[src/hw/split_link_wd_pkg.sv]
// package for the split-port link watchdog: register map, timing constants, carriers
// assumes a 200 MHz core clock
package split_link_wd_pkg;

  // ----------------------------------------------------------------
  // register map
  // ----------------------------------------------------------------
  localparam logic [15:0] TIMEOUT_SELECT_ADDR = 16'h4171;
  localparam logic [15:0] OFF_DURATION_ADDR   = 16'h4176;
  localparam logic [7:0]  TIMEOUT_SELECT_RST  = 8'h05;
  localparam logic [7:0]  OFF_DURATION_RST    = 8'h05;
  localparam int          SELECT_MSB          = 2;

  // ----------------------------------------------------------------
  // timing
  // ----------------------------------------------------------------
  localparam longint CLK_HZ         = 200000000;
  localparam longint CYCLES_PER_MS  = CLK_HZ / 1000;
  localparam longint OFF_BASE_MS    = 350;
  localparam longint OFF_STEP_MS    = 10;
  localparam longint TO_100_MS      = 100;
  localparam longint TO_250_MS      = 250;
  localparam longint TO_500_MS      = 500;
  localparam longint TO_750_MS      = 750;
  localparam longint TO_1000_MS     = 1000;
  localparam longint TO_2000_MS     = 2000;

  // link states that count as not yet valid
  localparam logic [3:0] LINK_INVALID_LO = 4'h4;
  localparam logic [3:0] LINK_INVALID_HI = 4'h9;

  // ----------------------------------------------------------------
  // carriers
  // ----------------------------------------------------------------
  typedef struct packed {
    logic        wr;
    logic        rd;
    logic [15:0] addr;
    logic [7:0]  wdata;
  } reg_req_t;

  typedef struct packed {
    logic        split_en;
    logic [3:0]  link_state_status;
  } port_in_t;

  typedef enum logic [2:0] {
    ST_WATCH = 3'b001,
    ST_OFF   = 3'b010,
    ST_IDLE  = 3'b100
  } wd_state_t;

endpackage

[src/hw/usb3_split_link_timeout_reset.sv]
// split-port link watchdog for downstream ports five and six
// assumes register strobes are synchronous single-cycle pulses on clk
// and link state codes come already synchronised to clk
//
// Overview of operation
// - invalid link for whole timeout on split port pulses its split power output
// - timeout counter clears and restarts on every expiry, so pulses repeat
// - timeout code zero disables the watchdog, no new pulse starts; a pulse already under way completes
// - one shared three-bit timeout code; 101b one second, 110b two seconds
// - eight-bit duration field sets how long the output stays off
// - off time is 350 ms plus 10 ms per count
// - off counter clears whenever a pulse completes
// - duration applies only to the split superspeed output, watchdog pulses
// - link invalid while state stays in codes 0x4 through 0x9
// - during a pulse output is low for the duration, then returns high
// - only ports five and six split, each watched independently
`timescale 1ns/1ps
`default_nettype none
module usb3_split_link_timeout_reset
  import split_link_wd_pkg::*;
#(
  parameter longint MS_CYCLES = CYCLES_PER_MS,
  parameter int     NPORTS    = 2
) (
  // clock and reset
  input  wire logic              clk,
  input  wire logic              rst,
  // register port
  input  wire reg_req_t          reg_req,
  output logic [7:0]             reg_rdata,
  // ports five (index 0) and six (index 1)
  input  wire port_in_t          port_in [NPORTS],
  output logic [NPORTS-1:0]      superspeed_split_power_out
);

  if (NPORTS != 2 || MS_CYCLES < 1) begin : g_bad_param
    $error("watchdog serves exactly two ports and a positive ms tick");
  end

  // ----------------------------------------------------------------
  // registers
  // ----------------------------------------------------------------
  logic [2:0] sel_q, sel_d;
  logic [7:0] dur_q, dur_d;
  logic [7:0] rdata_d;

  always_comb begin
    sel_d   = sel_q;
    dur_d   = dur_q;
    rdata_d = reg_rdata;
    if (reg_req.wr && reg_req.addr == TIMEOUT_SELECT_ADDR)
      sel_d = reg_req.wdata[SELECT_MSB:0];
    if (reg_req.wr && reg_req.addr == OFF_DURATION_ADDR)
      dur_d = reg_req.wdata;
    if (reg_req.rd) begin
      unique case (reg_req.addr)
        TIMEOUT_SELECT_ADDR: rdata_d = {5'h00, sel_q};
        OFF_DURATION_ADDR:   rdata_d = dur_q;
        default:             rdata_d = 8'h00;
      endcase
    end
  end

  always_ff @(posedge clk or posedge rst) begin
    if (rst) begin
      sel_q     <= TIMEOUT_SELECT_RST[2:0];
      dur_q     <= OFF_DURATION_RST;
      reg_rdata <= 8'h00;
    end else begin
      sel_q     <= sel_d;
      dur_q     <= dur_d;
      reg_rdata <= rdata_d;
    end
  end

  // ----------------------------------------------------------------
  // shared millisecond tick
  // ----------------------------------------------------------------
  // one prescaler keeps per-port counters small; timing granularity is 1 ms
  localparam int PW = $clog2(MS_CYCLES + 1);
  logic [PW-1:0] pre_q, pre_d;
  logic          tick;

  assign tick = (pre_q == PW'(MS_CYCLES - 1));

  always_comb begin
    pre_d = tick ? '0 : pre_q + PW'(1);
  end

  always_ff @(posedge clk or posedge rst) begin
    if (rst) pre_q <= '0;
    else     pre_q <= pre_d;
  end

  function automatic logic [11:0] timeout_ms(input logic [2:0] code);
    unique case (code)
      3'b001:  timeout_ms = 12'(TO_100_MS);
      3'b010:  timeout_ms = 12'(TO_250_MS);
      3'b011:  timeout_ms = 12'(TO_500_MS);
      3'b100:  timeout_ms = 12'(TO_750_MS);
      3'b101:  timeout_ms = 12'(TO_1000_MS);
      3'b110:  timeout_ms = 12'(TO_2000_MS);
      default: timeout_ms = 12'h000;
    endcase
  endfunction

  function automatic logic link_invalid(input logic [3:0] st);
    link_invalid = (st >= LINK_INVALID_LO) && (st <= LINK_INVALID_HI);
  endfunction

  logic [11:0] limit_ms;
  logic [11:0] off_ms;
  assign limit_ms = timeout_ms(sel_q);
  assign off_ms   = 12'(OFF_BASE_MS) + 12'(OFF_STEP_MS) * {4'h0, dur_q};

  // ----------------------------------------------------------------
  // per-port watchdog
  // ----------------------------------------------------------------
  wd_state_t   st_q  [NPORTS];
  wd_state_t   st_d  [NPORTS];
  logic [11:0] cnt_q [NPORTS];
  logic [11:0] cnt_d [NPORTS];
  logic [NPORTS-1:0] pwr_d;

  for (genvar p = 0; p < NPORTS; p++) begin : g_port
    always_comb begin
      st_d[p]  = st_q[p];
      cnt_d[p] = cnt_q[p];
      pwr_d[p] = superspeed_split_power_out[p];
      unique case (st_q[p])
        ST_IDLE: begin
          cnt_d[p] = '0;
          pwr_d[p] = 1'b1;
          if (port_in[p].split_en && limit_ms != 12'h000)
            st_d[p] = ST_WATCH;
        end
        ST_WATCH: begin
          if (!port_in[p].split_en || limit_ms == 12'h000) begin
            st_d[p]  = ST_IDLE;
            cnt_d[p] = '0;
          end else if (!link_invalid(port_in[p].link_state_status)) begin
            cnt_d[p] = '0;
          end else if (tick) begin
            if (cnt_q[p] + 12'h001 >= limit_ms) begin
              cnt_d[p] = '0;
              st_d[p]  = ST_OFF;
              pwr_d[p] = 1'b0;
            end else begin
              cnt_d[p] = cnt_q[p] + 12'h001;
            end
          end
        end
        ST_OFF: begin
          // only watchdog pulses use the off duration
          if (tick) begin
            if (cnt_q[p] + 12'h001 >= off_ms) begin
              cnt_d[p] = '0;
              st_d[p]  = ST_WATCH;
              pwr_d[p] = 1'b1;
            end else begin
              cnt_d[p] = cnt_q[p] + 12'h001;
            end
          end
        end
        default: begin
          st_d[p]  = ST_IDLE;
          cnt_d[p] = '0;
          pwr_d[p] = 1'b1;
        end
      endcase
    end

    always_ff @(posedge clk or posedge rst) begin
      if (rst) begin
        st_q[p]  <= ST_IDLE;
        cnt_q[p] <= '0;
        superspeed_split_power_out[p] <= 1'b1;
      end else begin
        st_q[p]  <= st_d[p];
        cnt_q[p] <= cnt_d[p];
        superspeed_split_power_out[p] <= pwr_d[p];
      end
    end

    // --------------------------------------------------------------
    // checks
    // --------------------------------------------------------------
    // a pulse already under way still completes after disabling
    property p_disabled_high;
      @(posedge clk) disable iff (rst)
        (limit_ms == 12'h000 && st_q[p] != ST_OFF) |=> superspeed_split_power_out[p];
    endproperty
    a_disabled_high: assert property (p_disabled_high)
      else $error("split power dropped while watchdog disabled");

    property p_low_in_off;
      @(posedge clk) disable iff (rst)
        (st_q[p] == ST_OFF) |-> !superspeed_split_power_out[p];
    endproperty
    a_low_in_off: assert property (p_low_in_off)
      else $error("split power high during recovery pulse");

    property p_fall_from_expiry;
      @(posedge clk) disable iff (rst)
        $fell(superspeed_split_power_out[p]) |->
          $past(st_q[p] == ST_WATCH) && $past(cnt_q[p]) + 12'h001 >= $past(limit_ms);
    endproperty
    a_fall_from_expiry: assert property (p_fall_from_expiry)
      else $error("split power fell without an expired timeout");

    property p_restart;
      @(posedge clk) disable iff (rst)
        $fell(superspeed_split_power_out[p]) |-> cnt_q[p] == 12'h000;
    endproperty
    a_restart: assert property (p_restart)
      else $error("timeout counter not cleared at expiry");

    property p_off_clear;
      @(posedge clk) disable iff (rst)
        ($past(st_q[p]) == ST_OFF && st_q[p] == ST_WATCH) |->
          cnt_q[p] == 12'h000 && superspeed_split_power_out[p];
    endproperty
    a_off_clear: assert property (p_off_clear)
      else $error("off counter not cleared when pulse ended");

    property p_off_length;
      @(posedge clk) disable iff (rst)
        (st_q[p] == ST_OFF) |-> cnt_q[p] < off_ms;
    endproperty
    a_off_length: assert property (p_off_length)
      else $error("off counter passed programmed duration");

    property p_valid_clears;
      @(posedge clk) disable iff (rst)
        (st_q[p] == ST_WATCH && !link_invalid(port_in[p].link_state_status)) |=>
          cnt_q[p] == 12'h000;
    endproperty
    a_valid_clears: assert property (p_valid_clears)
      else $error("valid link state did not clear timeout counter");

    property p_no_split_idle;
      @(posedge clk) disable iff (rst)
        (!port_in[p].split_en && st_q[p] == ST_WATCH) |=> st_q[p] == ST_IDLE;
    endproperty
    a_no_split_idle: assert property (p_no_split_idle)
      else $error("port watched with splitting off");

    c_pulse: cover property (@(posedge clk) disable iff (rst)
      $fell(superspeed_split_power_out[p]));
    c_pulse_end: cover property (@(posedge clk) disable iff (rst)
      $rose(superspeed_split_power_out[p]));
    c_valid_rescue: cover property (@(posedge clk) disable iff (rst)
      st_q[p] == ST_WATCH && cnt_q[p] != 12'h000 ##1 cnt_q[p] == 12'h000);
  end

  property p_sel_mask;
    @(posedge clk) disable iff (rst)
      reg_req.rd && reg_req.addr == TIMEOUT_SELECT_ADDR |=> reg_rdata[7:3] == 5'h00;
  endproperty
  a_sel_mask: assert property (p_sel_mask)
    else $error("reserved timeout bits read nonzero");

endmodule
`default_nettype wire

[config.mk]
export PLATFORM = sky130hd
export DESIGN_NAME = usb3_split_link_timeout_reset
export DESIGN_NICKNAME = d
export VERILOG_FILES = /design/src/hw/split_link_wd_pkg.sv /design/src/hw/usb3_split_link_timeout_reset.sv
export SDC_FILE = /design/constraint.sdc
export NUM_CORES = 1
export LEC_CHECK = 0
export BUFFER_PORTS_ARGS = -buffer_cell sky130_fd_sc_hd__buf_2
export CAP_MARGIN = 5
export CORE_MARGIN = 10
export CORE_UTILIZATION = 30
export DETAILED_ROUTE_END_ITERATION = 8
export GPL_TIMING_DRIVEN = 0
export PLACE_DENSITY = 0.48
export SYNTH_ARGS = -nofsm -noshare
export SYNTH_HDL_FRONTEND = slang
export SYNTH_SLANG_ARGS = --single-unit
[constraint.sdc]
create_clock -name clk -period 9.5 [get_ports clk]
set_input_delay 1.9 -clock clk [delete_from_list [all_inputs] [get_ports clk]]
set_output_delay 1.9 -clock clk [all_outputs]
set_load 0.1 [all_outputs]
==> results.sh <==
export IMPL_clockBufferDepth=2
export IMPL_synth_top_cell_by_area="dfrtp_1"
export IMPL_track_usage_pct=11.9
export IMPL_clkPwrFrac_pct=51.8
export IMPL_std_cell_rows=47
export IMPL_drc=0
export IMPL_status="finished clean"
export IMPL_gr_total_overflow=0
export IMPL_netlist_area_mm2=0.00506
export IMPL_synth_ff_type="dfrtp_1"
export IMPL_seqPwrFrac_pct=44.2
export IMPL_clock_skew_final_ns=0.00871
export IMPL_antenna_cells=0
export IMPL_detail_route_wl_per_cell_um=15.9
export IMPL_power_density_mw_per_mm2=114
export IMPL_min_path_cells=1
export IMPL_p_sw_share_pct=24.2
export IMPL_first_pass_iters=5
export IMPL_initial_core_util_pct=30.5
export IMPL_clock_fmax_mhz=241
export IMPL_drv_slew=0
export IMPL_synth_top_cell_area_share_pct=30.2
export IMPL_async_reset_ff_share_pct=100
export IMPL_cp_arrival_ns=4.41
export IMPL_synth_cell_type_count=67
export IMPL_yosysWarningCount=0
export IMPL_rsz0062_at_grt="no"
export IMPL_dieHeight_um=150
export IMPL_tns_ns=0
export IMPL_cts_buffers_inserted=9
export IMPL_clk_latency_ns=0.35
export IMPL_boundaryPins=48
export IMPL_htree_levels=3
export IMPL_area_delta_synth_final_pct=16.3
export IMPL_port_buffers=44
export IMPL_hold_ws_ns=0.481
export IMPL_drt_iter0_markers=169
export IMPL_synthTopCellsByCount="dfrtp_1, ha_1, nor2_1"
export IMPL_crit_path_max_fanout=7
export IMPL_required_ns=9.76
export IMPL_cts_setup_buffers=0
export IMPL_viasPerCell=5.09
export IMPL_worstMarginPinSlew_ns=0.647
export IMPL_crit_path_start_kind="flip-flop"
export IMPL_period_share_pct=43.7
export IMPL_dieArea_mm2=0.0225
export IMPL_drtAntennaViolNets=0
export IMPL_layout_min_cycle_time_ns=4.15
export IMPL_p_leak_uw=0.00271
export IMPL_maxCapViolations=0
export IMPL_final_cells=817
export IMPL_setup_viol=0
export IMPL_vias=4159
export IMPL_p_comb_share_pct=4.0
export IMPL_cts_root_buffer="clkbuf_16"
export IMPL_wl_um=13000
export IMPL_finalWeightedCongestion=0.803
export IMPL_syn_instance_count=536
export IMPL_cts_num_sinks=69
export IMPL_post_place_cells=801
export IMPL_core_area_mm2=0.0166
export IMPL_p_sw_uw=162
export IMPL_cts_resized=0
export IMPL_yosysMostFrequentCell="dfrtp_1"
export IMPL_ff2ff_path_depth=15
export IMPL_dp_hpwl_um=10200
export IMPL_hold_buffers=0
export IMPL_hold_violations=0
export IMPL_irDropWorstVdd_uv=81.7
export IMPL_num_nets_final=687
export IMPL_slew_headroom_pct=56.3
export IMPL_tritoncts="built"
export IMPL_drive_above_1_share_pct=18.6
export IMPL_crit_type="reg2reg"
export IMPL_syn_num_nets=631
export IMPL_cp_end_kind="flip-flop"
export IMPL_hold_class="reg2reg"
export IMPL_grt_pass1_vias=4206
export IMPL_grt_pass1_wl_um=21300
export IMPL_ys_seq_area_share_pct=34.3
export IMPL_synth_area_per_cell_um2=9.44
export IMPL_antenna_found_initial=0
export IMPL_path_clk_slew_ns=0.06
export IMPL_grt_max_degree=46
export IMPL_synth_seq_cells=69
export IMPL_die_width_um=150
export IMPL_synth_edf_count=0
export IMPL_p_int_uw=507
export IMPL_synthTopCellsByArea="dfrtp_1, ha_1, xnor2_1"
[cell type report]
type,instances,area [um^2]
fillers,1720,10700
inverters,25,96.3
well taps,220,275
clock buffers,9,225
repair buffers,45,248
flip-flops and latches,69,1740
multi-input cells,431,3190
plain buffers,11,43.8
clock inverters,7,73.8
[power groups by stage]
stage / logic (uW) / clock network (uW) / registers [uW]
floorplan: 7.96 / 0 / 307
global placement: 25.9 / 0 / 301
detailed placement: 28.0 / 0 / 301
CTS: 28.0 / 356 / 296
global route: 29.9 / 366 / 296
finish: 27.1 / 347 / 296
[metal layers]
layer / up-vias / part of all wire [%] / GRT usage [%] / wire length, um
met2: 54 / 48 / 20.1 / 6280
met4: 0 / 2.0 / 4.66 / 255
met5: - / 0 / 0 / 0
met3: 20 / 3.4 / 3.02 / 445
li1: 2075 / - / - / -
met1: 2010 / 46 / 14.1 / 5980
[cell usage in the layout, fill, tap and decap left out, drive strengths merged, types with 3 or more instances in the layout]
master   Yosys  final
a211oi       4      4
clkinv       0      4
o21ai       28     28
inv         25     26
o2111ai      3      3
nor3b        5      5
a21oi       25     25
dfrtp       61     61
nand2       42     42
nor2        45     45
nor4b        3      3
nand3       36     36
or3          5      5
o21a         7      7
dfstp        8      8
o32a         3      3
a22o         7      7
a211o        3      3
o211ai       5      5
ha          56     56
a22oi        4      4
a31oi        4      4
or2          5      5
xor2        19     19
a21o         3      3
o22ai        3      3
buf          2     47
and3        11     11
mux2        13     13
nand4        9      9
clkbuf       9     18
nor3        15     15
nand2b       5      5
xnor2       27     27
nor2b        6      6
[through the flow]
| stage | power [uW] | utilization, % | setup WS (ns) | area [um^2] |
|---|---|---|---|---|
| 2_1_floorplan | 315 | - | 5.83 | 5060 |
| 3_3_place_gp | 327 | 33.5 | 4.82 | 5560 |
| 3_5_place_dp | 329 | 33.7 | 5.37 | 5590 |
| 4_1_cts | 680 | 35.5 | 5.35 | 5880 |
| 5_1_grt | 692 | 35.5 | 4.98 | 5880 |
| 6_report | 669 | 35.5 | 5.35 | 5880 |
[worst max-delay path: stages (launching register included)]
cell      delay [ns]
dfrtp_1         0.44
ha_1            0.32
ha_1            0.23
fa_1            0.43
a211oi_1        0.41
nor2_1          0.16
o32a_1          0.23
xnor2_1         0.19
ha_1            0.24
nor3_1          0.16
o21ai_0         0.10
o22ai_1         0.31
o22ai_2         0.17
a31oi_4         0.30
o21ai_1         0.16
o31ai_1         0.21
[path summary, 6_finish.rpt]
kind                                                  to  startpoint  slack (ns)
max reg2reg                                     cnt_q[9]    dur_q[1]        5.35
max                                             cnt_q[9]    dur_q[1]        5.35
min reg2reg                                     pre_q[0]    pre_q[0]        0.48
max in group asynchronous  superspeed_split_power_out[1]         rst        7.37
min in group asynchronous                       sel_q[1]         rst        1.53
min                                             pre_q[0]    pre_q[0]        0.48
[flip-flops by register name (all words and copies together), names as in the netlist]
signal / count
dur_q: 8
sel_q: 3
st_q: 6
cnt_q: 24
superspeed_split_power_out: 2
reg_rdata: 8
pre_q: 18
[kinds of logic after synthesis]
kind of cell    Yosys count  share of synthesized area, %
flops                    69                          34.3
buf+inv                  36                          2.72
mux                      14                          3.09
compound gates          117                          18.0
xor+xnor                 46                          7.96
fa+ha+maj                57                          14.2
simple gates            197                          19.7
Note: power is estimated with default switching activity, not from simulation.
